===== src/regaccess_pkg.sv =====
// constants and types for the process-image register access block
//
// Functional notes
// control bit 7 selects register mode
// control bit 6: one write, zero read
// control bits 5..0 give register number
// data word: first byte high, second low
// host supplies write value in output word
// write acknowledged with bit 6 cleared
// read acknowledged by echoing control byte
// read returns addressed register contents
// host ignores input word after write
// output word ignored on read requests
// zero to register 31 re-protects
// user writes need 0x1235 in register 31
// user register changes apply after restart
// bit 7 clear: no register access
// answer held until control byte changes
package regaccess_pkg;

  // ----------------------------------------
  // control byte layout
  // ----------------------------------------
  localparam int CTRL_MODE_BIT = 7;
  localparam int CTRL_WRITE_BIT = 6;
  localparam int CTRL_NUM_MSB = 5;
  localparam int REG_NUM_W = 6;
  localparam int DATA_W = 16;

  // ----------------------------------------
  // register numbers and values
  // ----------------------------------------
  localparam logic [5:0] REG_UNLOCK = 6'h1F;
  localparam logic [5:0] REG_FEATURE = 6'h20;
  localparam logic [15:0] UNLOCK_CODE = 16'h1235;
  localparam logic [15:0] UNLOCK_RESET = 16'h0000;
  localparam logic [15:0] FEATURE_RESET = 16'h0000;
  localparam logic [15:0] UNMAPPED_READ = 16'h0000;

  typedef enum logic [1:0] {
    ACC_NONE,
    ACC_READ,
    ACC_WRITE
  } access_t;

endpackage


===== src/regaccess_decode.sv =====
// splits the control byte into access kind and register number
`timescale 1ns/1ps
`default_nettype none
module regaccess_decode
  import regaccess_pkg::*;
(
  // control byte from host
  input wire logic [7:0] control_byte,
  // decoded request
  output regaccess_pkg::access_t access,
  output logic [regaccess_pkg::REG_NUM_W-1:0] reg_num
);
  import regaccess_pkg::*;

  always_comb
  begin
    // mode bit gates access
    // no register access
    if (!control_byte[CTRL_MODE_BIT])
      access = ACC_NONE;
    // direction bit
    else if (control_byte[CTRL_WRITE_BIT])
      access = ACC_WRITE;
    else
      access = ACC_READ;
  end

  // register number field
  assign reg_num = control_byte[CTRL_NUM_MSB:0];

endmodule // regaccess_decode
`default_nettype wire


===== src/process_image_register_access.sv =====
// register access carried in the cyclic process image
`timescale 1ns/1ps
`default_nettype none
module process_image_register_access
  import regaccess_pkg::*;
(
  // clock and reset
  input wire logic clock,
  input wire logic reset,
  // process image from host
  input wire logic [7:0] control_byte,
  input wire logic [7:0] host_data_high,
  input wire logic [7:0] host_data_low,
  // process image to host
  output logic [7:0] status_byte,
  output logic [7:0] device_data_high,
  output logic [7:0] device_data_low,
  // restart request and values in effect
  input wire logic restart,
  output logic [regaccess_pkg::DATA_W-1:0] feature_active,
  output logic write_enabled
);
  import regaccess_pkg::*;

  // ----------------------------------------
  // decode
  // ----------------------------------------
  access_t access;
  logic [REG_NUM_W-1:0] reg_num;
  logic [DATA_W-1:0] host_to_device_word;
  logic [DATA_W-1:0] write_unlock_code;
  logic [DATA_W-1:0] feature_settings;
  logic [7:0] last_control;
  logic new_request;
  logic [DATA_W-1:0] next_read_word;

  regaccess_decode u_decode (
    .control_byte(control_byte),
    .access(access),
    .reg_num(reg_num)
  );

  // high byte first
  assign host_to_device_word = {host_data_high, host_data_low};

  // a request acts once per new control byte, so a held write is not repeated
  assign new_request = (control_byte != last_control);

  always_ff @(posedge clock or posedge reset)
  begin
    if (reset)
      last_control <= 8'h00;
    else
      last_control <= control_byte;
  end

  // ----------------------------------------
  // registers
  // ----------------------------------------
  // zero or any value other than the code re-protects
  always_ff @(posedge clock or posedge reset)
  begin
    if (reset)
      write_unlock_code <= UNLOCK_RESET;
    else if (new_request && access == ACC_WRITE && reg_num == REG_UNLOCK)
      write_unlock_code <= host_to_device_word;
  end

  assign write_enabled = (write_unlock_code == UNLOCK_CODE);

  // user writes need the unlock code
  always_ff @(posedge clock or posedge reset)
  begin
    if (reset)
      feature_settings <= FEATURE_RESET;
    else if (new_request && access == ACC_WRITE && reg_num == REG_FEATURE && write_enabled)
      feature_settings <= host_to_device_word;
  end

  // stored value takes effect only at restart
  always_ff @(posedge clock or posedge reset)
  begin
    if (reset)
      feature_active <= FEATURE_RESET;
    else if (restart)
      feature_active <= feature_settings;
  end

  // ----------------------------------------
  // answer
  // ----------------------------------------
  // output word not read here
  // read data mux; output word unused on reads
  always_comb
  begin
    unique case (reg_num)
      REG_UNLOCK: next_read_word = write_unlock_code;
      REG_FEATURE: next_read_word = feature_settings;
      default: next_read_word = UNMAPPED_READ;
    endcase
  end

  // answer registered one cycle after the request, held while unchanged
  always_ff @(posedge clock or posedge reset)
  begin
    if (reset)
    begin
      status_byte <= 8'h00;
      device_data_high <= 8'h00;
      device_data_low <= 8'h00;
    end
    else
    begin
      unique case (access)
        // read echoes control byte
        ACC_READ:
        begin
          status_byte <= control_byte;
          device_data_high <= next_read_word[15:8];
          device_data_low <= next_read_word[7:0];
        end
        // write ack clears bit 6; data word left as is
        ACC_WRITE:
          status_byte <= control_byte & 8'hBF;
        // plain process data: status clear
        ACC_NONE:
          status_byte <= 8'h00;
        default:
          status_byte <= 8'h00;
      endcase
    end
  end

  // ----------------------------------------
  // checks
  // ----------------------------------------
  // write acknowledgement
  a_write_ack: assert property (@(posedge clock) disable iff (reset)
    (control_byte[7] && control_byte[6]) |=> status_byte == ($past(control_byte) & 8'hBF))
    else $error("write ack wrong");

  // read acknowledgement
  a_read_ack: assert property (@(posedge clock) disable iff (reset)
    (control_byte[7] && !control_byte[6]) |=> status_byte == $past(control_byte))
    else $error("read ack wrong");

  // read data matches register
  a_read_data: assert property (@(posedge clock) disable iff (reset)
    (control_byte == 8'h9F && $stable(write_unlock_code)) |=>
      {device_data_high, device_data_low} == write_unlock_code)
    else $error("read data wrong");

  // locked feature register
  a_locked_hold: assert property (@(posedge clock) disable iff (reset)
    !write_enabled |=> $stable(feature_settings))
    else $error("protected register changed");

  // zero restores protection
  a_zero_locks: assert property (@(posedge clock) disable iff (reset)
    (new_request && control_byte == 8'hDF && host_to_device_word == 16'h0000)
      |=> !write_enabled)
    else $error("protection not restored");

  // no effect before restart
  a_restart_only: assert property (@(posedge clock) disable iff (reset)
    !restart |=> $stable(feature_active))
    else $error("feature changed without restart");

  // no access without mode bit
  a_no_access: assert property (@(posedge clock) disable iff (reset)
    !control_byte[7] |=> ($stable(write_unlock_code) && status_byte == 8'h00))
    else $error("access without register mode");

  // answer held while control stable
  a_answer_hold: assert property (@(posedge clock) disable iff (reset)
    ($stable(control_byte) && control_byte[7] && $past(control_byte[7])) |=>
      $stable(status_byte))
    else $error("answer not held");

  // ----------------------------------------
  // further checks
  // ----------------------------------------
  // data word untouched by write ack
  a_write_data_keep: assert property (@(posedge clock) disable iff (reset)
    (access == ACC_WRITE)
      |=> $stable({device_data_high, device_data_low}))
    else $error("data word changed on write ack");

  // status never shows direction bit
  a_ack_no_dir: assert property (@(posedge clock) disable iff (reset)
    !status_byte[CTRL_WRITE_BIT])
    else $error("status direction bit set");

  // ack only in register mode
  a_ack_mode: assert property (@(posedge clock) disable iff (reset)
    status_byte[CTRL_MODE_BIT]
      |-> $past(control_byte[CTRL_MODE_BIT]))
    else $error("ack without register mode");

  // feature register read back
  a_read_feature: assert property (@(posedge clock) disable iff (reset)
    (access == ACC_READ && reg_num == REG_FEATURE && $stable(feature_settings))
      |=> {device_data_high, device_data_low} == feature_settings)
    else $error("feature read data wrong");

  // unmapped numbers read as fixed value
  a_read_unmapped: assert property (@(posedge clock) disable iff (reset)
    (access == ACC_READ && reg_num != REG_UNLOCK && reg_num != REG_FEATURE)
      |=> {device_data_high, device_data_low} == UNMAPPED_READ)
    else $error("unmapped read data wrong");

  // high byte carries upper bits
  a_word_order: assert property (@(posedge clock) disable iff (reset)
    (access == ACC_READ && reg_num == REG_UNLOCK)
      |=> device_data_high == $past(write_unlock_code[15:8]))
    else $error("data byte order wrong");

  // code word register stores any value
  a_unlock_store: assert property (@(posedge clock) disable iff (reset)
    (new_request && access == ACC_WRITE && reg_num == REG_UNLOCK)
      |=> write_unlock_code == $past(host_to_device_word))
    else $error("code word not stored");

  // unlocked feature write lands
  a_feature_store: assert property (@(posedge clock) disable iff (reset)
    (new_request && access == ACC_WRITE && reg_num == REG_FEATURE && write_enabled)
      |=> feature_settings == $past(host_to_device_word))
    else $error("feature write lost");

  // code word changes only by its own write
  a_unlock_only_own: assert property (@(posedge clock) disable iff (reset)
    !(new_request && access == ACC_WRITE && reg_num == REG_UNLOCK)
      |=> $stable(write_unlock_code))
    else $error("code word changed unexpectedly");

  // reads never write
  a_read_no_write: assert property (@(posedge clock) disable iff (reset)
    (access == ACC_READ)
      |=> ($stable(write_unlock_code) && $stable(feature_settings)))
    else $error("register written on read");

  // held control byte does not rewrite
  a_held_no_write: assert property (@(posedge clock) disable iff (reset)
    !new_request
      |=> ($stable(write_unlock_code) && $stable(feature_settings)))
    else $error("held request repeated");

  // read data held while request held
  a_data_hold: assert property (@(posedge clock) disable iff (reset)
    ($stable(control_byte) && access == ACC_READ
      && $stable(write_unlock_code) && $stable(feature_settings))
      |=> $stable({device_data_high, device_data_low}))
    else $error("read data not held");

  // restart copies stored value
  a_restart_copy: assert property (@(posedge clock) disable iff (reset)
    restart |=> feature_active == $past(feature_settings))
    else $error("restart did not apply value");

  // plain process data leaves data word alone
  a_mode_off_data: assert property (@(posedge clock) disable iff (reset)
    !control_byte[CTRL_MODE_BIT]
      |=> $stable({device_data_high, device_data_low}))
    else $error("data word changed outside register mode");

endmodule // process_image_register_access
`default_nettype wire


===== config.mk =====
export PLATFORM = sky130hd
export DESIGN_NAME = process_image_register_access
export DESIGN_NICKNAME = d
export VERILOG_FILES = /design/src/regaccess_pkg.sv /design/src/regaccess_decode.sv /design/src/process_image_register_access.sv
export SDC_FILE = /design/constraint.sdc
export NUM_CORES = 1
export LEC_CHECK = 0
export BUFFER_PORTS_ARGS = -buffer_cell sky130_fd_sc_hd__buf_2
export CAP_MARGIN = 30
export CORE_AREA = 2 2 95 97
export CTS_BUF_LIST = sky130_fd_sc_hd__clkbuf_4 sky130_fd_sc_hd__clkbuf_8
export CTS_CLUSTER_SIZE = 16
export DETAILED_ROUTE_END_ITERATION = 7
export DIE_AREA = 0 0 97 99
export PLACE_DENSITY_LB_ADDON = 0.1
export SLEW_MARGIN = 20
export SYNTH_ARGS = -nofsm -noshare
export SYNTH_HDL_FRONTEND = slang
export SYNTH_SLANG_ARGS = --single-unit

===== constraint.sdc =====
create_clock -name clock -period 2.1 [get_ports clock]
set_input_delay 0.105 -clock clock [delete_from_list [all_inputs] [get_ports clock]]
set_output_delay 0.105 -clock clock [all_outputs]
set_load 0.01 [all_outputs]

==> impl_metrics.env, run 1 <==
export IMPL_dieHeight_um=99
export IMPL_wire_length_of_the_first_global_routing_pass_mm=10.9
export IMPL_insertion_delay_ns=0.35
export IMPL_place_gp_congestion=0.727
export IMPL_worstPathCellList="dlygate4sd3_1 -> buf_2 -> or4b_4 -> nor3_4 -> o2111a_1 -> buf_4 -> mux2_2"
export IMPL_standard_cell_rows=34
export IMPL_synth_distinct_cells=25
export IMPL_seq_area_sq_um=2000
export IMPL_share_of_synthesized_area_occupied_by_flip_flops_and_latches=0.640
export IMPL_multi_input_combinational_cell_area_sq_um=1060
export IMPL_port_buffers=67
export IMPL_postPlaceCellArea_sq_um=3620
export IMPL_cts_buffers_inserted=9
export IMPL_clock_skew_ns=0.00676
export IMPL_cts_root_buf="clkbuf_8"
export IMPL_pwr_total_w=0.00342
export IMPL_final_core_utilization=0.476
export IMPL_yosys_area_top_type="dfrtp_1"
export IMPL_postLayoutCellArea_sq_um=4070
export IMPL_via_count_of_the_first_global_routing_pass=2021
export IMPL_arrival_ns=2.24
export IMPL_critical_path_top_delay_family="buffers and inverters"
export IMPL_first_pass_iters=4
export IMPL_track_usage=0.146
export IMPL_timing_setup_tns_ns=0
export IMPL_post_synth_cell_area_avg_sq_um=14.2
export IMPL_drive_above_1_share=0.424
export IMPL_worstPathRequired_ns=2.33
export IMPL_timing_max_slew_rel_slack=0.597
export IMPL_timing_worst_slew_pin_value_ns=0.602
export IMPL_rsz0062_at_grt="no"
export IMPL_synth_seq_cells=80
export IMPL_synthDominantCellAreaShare=0.640
export IMPL_endpoint_kind="flop"
export IMPL_post_synth_top_count_cell="dfrtp_1"
export IMPL_ctsResizeCount=0
export IMPL_grt_max_degree=81
export IMPL_initial_core_util=0.366
export IMPL_run_status="finished clean"
export IMPL_vias=1995
export IMPL_number_of_drc_markers_after_the_initial_detailed_route_iteration=92
export IMPL_critical_setup_path_class="input pin to flop"
export IMPL_die_w_um=97
export IMPL_routed_len_inst_um=15.8
export IMPL_post_drt_via_cell_ratio=4.71
export IMPL_count_of_synthesis_stage_warnings_from_yosys=0
export IMPL_synthesis_instances=220
export IMPL_wl_mm=6.70
export IMPL_nNetsFinal=338
export IMPL_irDropWorstVdd_mv=0.267
export IMPL_fin_crit_ns=2.01
export IMPL_fin_crit_sh=0.956
export IMPL_synth_edff_count=0
export IMPL_hpwl_mm=4.34
export IMPL_drt_antenna_violating_nets=0
export IMPL_num_fill_cells=792
export IMPL_hp_class="input pin to flop"
export IMPL_timing_final_hold_violations=0
export IMPL_dp_slack_ns=0.186
export IMPL_powerDensity_nw_per_um2=840
export IMPL_max_cap_viol_count=0
export IMPL_design_portCount=68
export IMPL_cts_max_path_buffers=2
export IMPL_worstPathBufferInverterCount=3
export IMPL_fp_dieArea_sq_um=9600
export IMPL_async_reset_ff_frac=1.00
export IMPL_report_final_slew_viol_count=0
export IMPL_ys_top_cells_by_count="dfrtp_1 (80), mux2_2 (38), a21oi_1 (16), a22oi_1 (16), nor2_1 (16)"
export IMPL_syn_nets=247
export IMPL_synth_area_top_cells="dfrtp_1 (64%), mux2_2 (14%), a22oi_1 (3.8%)"
export IMPL_ff2ff_setup_slack_ns=0.17
export IMPL_crit_fanout=10
export IMPL_area_of_the_core_region_sq_um=8550
export IMPL_critical_path_max_stage_delay_ns=0.55
export IMPL_syn_cell_area_sq_um=3130
export IMPL_maxClockFrequency_ghz=0.498
export IMPL_cts_htree_levels=3
export IMPL_critical_path_slowest_stage_cell="or4b_4"
export IMPL_setup_violations=0
export IMPL_grt_antenna_before_repair=0
export IMPL_remaining_routing_drc_violations=0
export IMPL_diodes=0
export IMPL_p_leak_nw=2.01
export IMPL_worst_path_setup_slack_after_routing_ns=0.0915
export IMPL_tritoncts="built"
export IMPL_gr_total_overflow=0
export IMPL_setup_worst_path_start_class="input pin"
export IMPL_clock_sinks=80
export IMPL_worst_setup_hold_path_clk_slew_ns=0.08
export IMPL_synthToLayoutAreaGrowth_pct=30.2
export IMPL_synth_flop_cell="dfrtp_1"
-- final cells by class --
| cell class | count | area share |
|---|---|---|
| repair buffers | 93 | 0.148 |
| clock inverters | 7 | 0.0353 |
| flip-flops and latches | 80 | 0.491 |
| multi-input cells | 126 | 0.260 |
| clock buffers | 9 | 0.0304 |
| inverters | 1 | 0.00184 |
| well taps | 108 | 0.0332 |
-- cell usage in the layout, fill, tap and decap left out, drive strengths merged, types with 2 or more instances in the layout --
master,count
nor4bb,2
clkbuf,9
nand4,3
clkinvlp,3
and2,7
bufinv,4
dfrtp,80
a21oi,16
xnor2,8
buf,74
mux2,48
nor2,16
nor4b,2
dlygate4sd3,19
a22oi,16
-- worst paths after layout --
kind / startpoint / endpoint / cells after the start
max: control_byte[4] / feature_settings[14]$_DFFE_PP0P_ / 7
max in group asynchronous: reset / feature_settings[8]$_DFFE_PP0P_ / 4
min: host_data_high[0] / feature_settings[8]$_DFFE_PP0P_ / 2
min reg2reg: feature_active[9]$_DFFE_PP0P_ / feature_active[9]$_DFFE_PP0P_ / 1
max reg2reg: write_unlock_code[11]$_DFFE_PP0P_ / feature_settings[14]$_DFFE_PP0P_ / 5
min in group asynchronous: reset / status_byte[6]$_DFF_PP0_ / 4
-- power breakdown --
| part | leakage, nW | internal (W) | switching, W | total [W] |
|---|---|---|---|---|
| registers | 1.05 | 0.00161 | 0.0000410 | 0.00166 |
| logic | 0.834 | 0.000138 | 0.000149 | 0.000287 |
| clock network | 0.126 | 0.000911 | 0.000569 | 0.00148 |
-- routing by layer --
| layer | part of all wire | up-vias | global-route usage |
|---|---|---|---|
| li1 | - | 963 | - |
| met1 | 0.49 | 974 | 0.207 |
| met2 | 0.45 | 54 | 0.217 |
| met3 | 0.051 | 4 | 0.0418 |
| met4 | 0.0085 | 0 | 0.0488 |
| met5 | 0 | - | 0 |
-- state kept, by name (all words and copies together), names as in the netlist --
name and cells:
feature_settings 16, feature_active 16, device_data_low 8, device_data_high 8
status_byte 8, write_unlock_code 16, last_control 8
-- per-stage QoR --
| stage | hold WS [ns] | instances |
|---|---|---|
| floorplan | 0.136 | 220 |
| global placement | 0.264 | 389 |
| detailed placement | 0.272 | 389 |
| CTS | 0.00426 | 424 |
| global route | 0.000706 | 424 |
| finish | 0.0119 | 424 |
-- worst register-to-register path: stages (launching register included) --
cell and delay (ns):
dfrtp_1 0.41, nor4b_1 0.38, and4_1 0.28, o2111a_1 0.21, buf_4 0.20, mux2_2 0.35
-- timing repair --
| action | in CTS | in global routing |
|---|---|---|
| hold endpoints to repair | 106 | 0 |
| hold buffers | 19 | 0 |
| setup buffers | 0 | 0 |
-- kinds of logic after synthesis --
group                  synth area share
AO/OA/AOI/OAI                    0.0716
XOR/XNOR                         0.0224
buffers and inverters            0.0224
flip-flops                        0.640
multiplexers                      0.173
other                           0.00120
AND/OR/NAND/NOR                  0.0696
Note: power is estimated with default switching activity, not from simulation.
==> run 2, diff against run 1 <==
Settings changed: PLACE_DENSITY set to 0.6, PLACE_DENSITY_LB_ADDON 0.1 to not set.
==> impl_metrics.env, run 2 (synthesis results as in run 1) <==
export IMPL_run_status="finished clean"
export IMPL_design_portCount=68
export IMPL_worst_path_setup_slack_after_routing_ns=0.0983
export IMPL_report_final_slew_viol_count=0
export IMPL_arrival_ns=2.23
export IMPL_cts_htree_levels=3
export IMPL_port_buffers=67
export IMPL_clock_skew_ns=0.0111
export IMPL_globalRouteMet1Util=0.212
export IMPL_nNetsFinal=341
export IMPL_maxClockFrequency_ghz=0.500
export IMPL_dieHeight_um=99
export IMPL_diodes=0
export IMPL_hp_class="input pin to flop"
export IMPL_synthToLayoutAreaGrowth_pct=28.2
export IMPL_reg_top3="feature_active x16, feature_settings x16, write_unlock_code x16"
export IMPL_seq_area_sq_um=2000
export IMPL_post_route_insts_no_fill=427
export IMPL_post_cts_buffers=0
export IMPL_crit_fanout=11
export IMPL_drt_antenna_violating_nets=0
export IMPL_fp_dieArea_sq_um=9600
export IMPL_remaining_routing_drc_violations=0
export IMPL_via_count_of_the_first_global_routing_pass=2163
export IMPL_clock_sinks=80
export IMPL_die_w_um=97
export IMPL_standard_cell_rows=34
export IMPL_post_place_cells=391
export IMPL_most_frequent_standard_cell_in_the_layout_excluding_fill_and_tap_cells="dfrtp_1"
export IMPL_critical_setup_path_class="input pin to flop"
export IMPL_cts_buffers_inserted=9
export IMPL_post_drt_via_cell_ratio=4.85
export IMPL_wl_mm=6.64
export IMPL_cts_max_path_buffers=2
export IMPL_grt_max_degree=42
export IMPL_hpwl_mm=4.58
export IMPL_tritoncts="built"
export IMPL_gr_max_usage_layer="met1"
export IMPL_place_gp_congestion=0.724
export IMPL_fin_crit_ns=2.00
export IMPL_setup_violations=0
export IMPL_p_leak_nw=1.99
export IMPL_max_cap_viol_count=0
export IMPL_insertion_delay_ns=0.35
export IMPL_number_of_drc_markers_after_the_initial_detailed_route_iteration=60
export IMPL_drive_above_1_share=0.429
export IMPL_multi_input_combinational_cell_area_sq_um=1060
export IMPL_postPlaceCellArea_sq_um=3620
export IMPL_track_usage=0.148
export IMPL_first_pass_iters=4
export IMPL_met3_usage=0.0362
export IMPL_dp_slack_ns=0.111
export IMPL_initial_core_util=0.366
export IMPL_timing_final_hold_violations=0
export IMPL_postLayoutCellArea_sq_um=4010
export IMPL_worstPathRequired_ns=2.33
export IMPL_fin_crit_sh=0.953
export IMPL_vias=2069
export IMPL_worst_setup_hold_path_clk_slew_ns=0.08
export IMPL_powerDensity_nw_per_um2=743
export IMPL_timing_max_slew_rel_slack=0.473
export IMPL_area_of_the_core_region_sq_um=8550
export IMPL_wire_length_of_the_first_global_routing_pass_mm=11.0
export IMPL_routed_len_inst_um=15.5
export IMPL_grt_antenna_before_repair=0
export IMPL_use_met2=0.212
export IMPL_num_fill_cells=802
export IMPL_most_common_layout_cells="dfrtp_1 (80), buf_2 (67), mux2_2 (38)"
export IMPL_timing_worst_slew_pin_value_ns=0.789
export IMPL_endpoint_kind="flop"
export IMPL_setup_worst_path_start_class="input pin"
export IMPL_gr_total_overflow=0
export IMPL_rsz0062_at_grt="no"
export IMPL_irDropWorstVdd_mv=0.306
export IMPL_timing_setup_tns_ns=0
export IMPL_cts_root_buf="clkbuf_8"
==> run 2: power by group <==
group,internal [W],switching [W]
Sequential,0.00162,0.0000430
Combinational,0.000140,0.000149
Clock,0.000491,0.000544
Total,0.00225,0.000736
==> run 2: critical path: stages <==
cell	delay, ns
dlygate4sd3_1	0.53
buf_2	0.15
or4b_4	0.55
nor3_4	0.16
o2111a_1	0.23
buf_6	0.17
mux2_2	0.34
==> run 2: cell type report <==
cell class                      instances  share of cell area
Clock buffer                           12              0.0381
Multi-Input combinational cell        126               0.265
Clock inverter                          4             0.00749
Timing Repair Buffer                   96               0.154
Tap cell                              108              0.0337
Sequential cell                        80               0.499
Inverter                                1             0.00187
==> run 2: path summary, 6_finish.rpt <==
kind / slack (ns) / startpoint / to / depth (start not counted)
worst max-delay path: 0.1 / control_byte[4] / feature_settings[14]$_DFFE_PP0P_ / 7
worst min-delay path: 0.02 / host_data_low[7] / feature_settings[7]$_DFFE_PP0P_ / 2
worst max register to register: 0.20 / write_unlock_code[3]$_DFFE_PP0P_ / feature_settings[14]$_DFFE_PP0P_ / 5
worst min register to register: 0.51 / feature_active[10]$_DFFE_PP0P_ / feature_active[10]$_DFFE_PP0P_ / 1
max in group asynchronous: 1.01 / reset / feature_settings[14]$_DFFE_PP0P_ / 4
min in group asynchronous: 0.43 / reset / last_control[2]$_DFF_PP0_ / 3
==> run 2: timing repair <==
| action | CTS | global route |
|---|---|---|
| hold buffers | 20 | 0 |
| hold endpoints to repair | 57 | 0 |
| resized for setup | 0 | 2 |
| endpoints found under the setup margin | 0 | 6 |
==> run 2: through the flow <==
stage	hold slack [ns]	power (W)	util
detailed placement	0.283	0.00195	0.423
global route	0.00848	0.00313	0.469
finish	0.0152	0.00298	0.469
CTS	0.00251	0.00303	0.468
global placement	0.273	0.00195	0.423
floorplan	0.136	0.00183	-
==> run 2: metal layers <==
metal	vias to the layer above	wire, um
met2	58	2930
li1	978	-
met3	9	313
met1	1024	3280
met5	-	0
met4	0	114
==> run 3, diff against run 2 <==
Settings changed: BUFFER_PORTS_ARGS -buffer_cell sky130_fd_sc_hd__buf_2 to not set, DONT_BUFFER_PORTS set to 1, PLACE_DENSITY 0.6 to 0.52.
==> impl_metrics.env, run 3 (synthesis results as in run 1) <==
export IMPL_run_status="finished clean"
export IMPL_grt_max_degree=36
export IMPL_drt_antenna_violating_nets=0
export IMPL_critical_path_max_stage_delay_ns=0.42
export IMPL_drive_above_1_share=0.270
export IMPL_hold_ws_ns=0.195
export IMPL_hpwl_mm=4.48
export IMPL_cts_root_buf="clkbuf_8"
export IMPL_tritoncts="built"
export IMPL_endpoint_kind="flop"
export IMPL_timing_setup_tns_ns=0
export IMPL_fp_dieArea_sq_um=9600
export IMPL_p_leak_nw=1.72
export IMPL_cts_htree_levels=3
export IMPL_clock_skew_ns=0.00833
export IMPL_gr_total_overflow=0
export IMPL_area_of_the_core_region_sq_um=8550
export IMPL_dieHeight_um=99
export IMPL_port_buffers=0
export IMPL_timing_worst_slew_pin_value_ns=0.599
export IMPL_place_gp_congestion=0.690
export IMPL_critical_path_slowest_stage_cell="nor4b_1"
export IMPL_post_cts_buffers=0
export IMPL_timing_final_hold_violations=0
export IMPL_synthToLayoutAreaGrowth_pct=19.9
export IMPL_report_final_slew_viol_count=0
export IMPL_cts_max_path_buffers=2
export IMPL_insertion_delay_ns=0.35
export IMPL_max_cap_viol_count=0
export IMPL_worstPathCellList="nor4b_1 -> and4_1 -> o2111a_1 -> buf_4 -> mux2_2"
export IMPL_critical_path_top_delay_family="simple AND/OR/NAND/NOR gates"
export IMPL_irDropWorstVdd_mv=0.272
export IMPL_reg_top3="feature_active x16, feature_settings x16, write_unlock_code x16"
export IMPL_postPlaceCellArea_sq_um=3280
export IMPL_postLayoutCellArea_sq_um=3750
export IMPL_most_common_layout_cells="dfrtp_1 (80), mux2_2 (38), dlygate4sd3_1 (26)"
export IMPL_number_of_drc_markers_after_the_initial_detailed_route_iteration=88
export IMPL_grt_antenna_before_repair=0
export IMPL_worstPathRequired_ns=2.33
export IMPL_wire_length_of_the_first_global_routing_pass_mm=11.3
export IMPL_design_portCount=68
export IMPL_worstPathBufferInverterCount=1
export IMPL_setup_worst_path_start_class="flop"
export IMPL_first_pass_iters=4
export IMPL_timing_max_slew_rel_slack=0.600
export IMPL_num_fill_cells=811
export IMPL_clock_sinks=80
export IMPL_fin_crit_ns=1.98
export IMPL_fin_crit_sh=0.942
export IMPL_maxClockFrequency_ghz=0.506
export IMPL_vias=1860
export IMPL_setup_violations=0
export IMPL_arrival_ns=2.21
export IMPL_hp_class="input pin to flop"
export IMPL_via_count_of_the_first_global_routing_pass=2089
export IMPL_initial_core_util=0.366
export IMPL_cts_buffers_inserted=9
export IMPL_remaining_routing_drc_violations=0
export IMPL_track_usage=0.152
export IMPL_diodes=0
export IMPL_standard_cell_rows=34
export IMPL_wl_mm=6.73
export IMPL_post_drt_via_cell_ratio=5.07
export IMPL_routed_len_inst_um=18.3
export IMPL_crit_fanout=9
export IMPL_most_frequent_standard_cell_in_the_layout_excluding_fill_and_tap_cells="dfrtp_1"
export IMPL_critical_setup_path_class="flop to flop"
export IMPL_worst_setup_hold_path_clk_slew_ns=0.08
export IMPL_nNetsFinal=281
export IMPL_rsz0062_at_grt="no"
export IMPL_die_w_um=97
export IMPL_powerDensity_nw_per_um2=797
==> run 3: cell types whose count changed in the layout (fill, tap and decap cells not counted), moves of 2 or more <==
| cell | before | now |
|---|---|---|
| buf_2 | 67 | 0 |
| clkinv_2 | 1 | 3 |
| clkinv_4 | 2 | 0 |
| dlygate4sd3_1 | 20 | 26 |
==> run 3: power by group <==
group	switching (W)	internal (W)	leakage (nW)
Clock	0.000543	0.000556	0.0955
Combinational	0.0000981	0.000103	0.576
Sequential	0.0000732	0.00162	1.05
==> run 3: path summary, 6_finish.rpt <==
check | start | to | slack, ns | cells after the start
max reg2reg | write_unlock_code[11]$_DFFE_PP0P_ | feature_settings[15]$_DFFE_PP0P_ | 0.12 | 5
min | control_byte[6] | device_data_high[4]$_DFFE_PP0N_ | 0.19 | 3
min in group asynchronous | reset | last_control[2]$_DFF_PP0_ | 0.30 | 2
max | write_unlock_code[11]$_DFFE_PP0P_ | feature_settings[15]$_DFFE_PP0P_ | 0.12 | 5
min reg2reg | feature_settings[0]$_DFFE_PP0P_ | feature_settings[0]$_DFFE_PP0P_ | 0.52 | 1
max in group asynchronous | reset | feature_settings[13]$_DFFE_PP0P_ | 1.12 | 3
==> run 3: repair_timing <==
| item | 4_1_cts | 5_1_grt |
|---|---|---|
| resized for setup | 0 | 0 |
| endpoints found under the hold margin | 87 | 0 |
| hold buffers | 26 | 0 |
| setup endpoints to repair | 0 | 0 |
==> run 3: tightest hold or removal path: cells and delay by family <==
family	cells	cell delay, ns
AOI/OAI and AO/OA	1	0.15
and+or+nand+nor	1	0.02
buffers and inverters	1	0.22
==> run 3: layout make-up <==
cell class,count,area [sq um],area share
inverters,1,7.51,0.00200
flip-flops and latches,80,2000,0.534
repair buffers,36,355,0.0948
well taps,108,135,0.0360
multi-input cells,126,1060,0.282
clock inverters,6,60.1,0.0160
clock buffers,10,131,0.0350
==> run 3: per-stage QoR <==
step | std cells | setup slack (ns) | total power (W) | util
global route | 367 | 0.0135 | 0.00314 | 0.439
floorplan | 220 | 0.309 | 0.00183 | -
detailed placement | 324 | 0.123 | 0.00187 | 0.384
CTS | 366 | 0.102 | 0.00303 | 0.437
global placement | 324 | 0.163 | 0.00186 | 0.384
finish | 367 | 0.123 | 0.00299 | 0.439
==> run 3: layer usage <==
| metal | track usage | part of all wire |
|---|---|---|
| met3 | 0.0454 | 0.054 |
| met4 | 0.0726 | 0.022 |
| met2 | 0.231 | 0.46 |
| met1 | 0.200 | 0.46 |
| met5 | 0 | 0 |
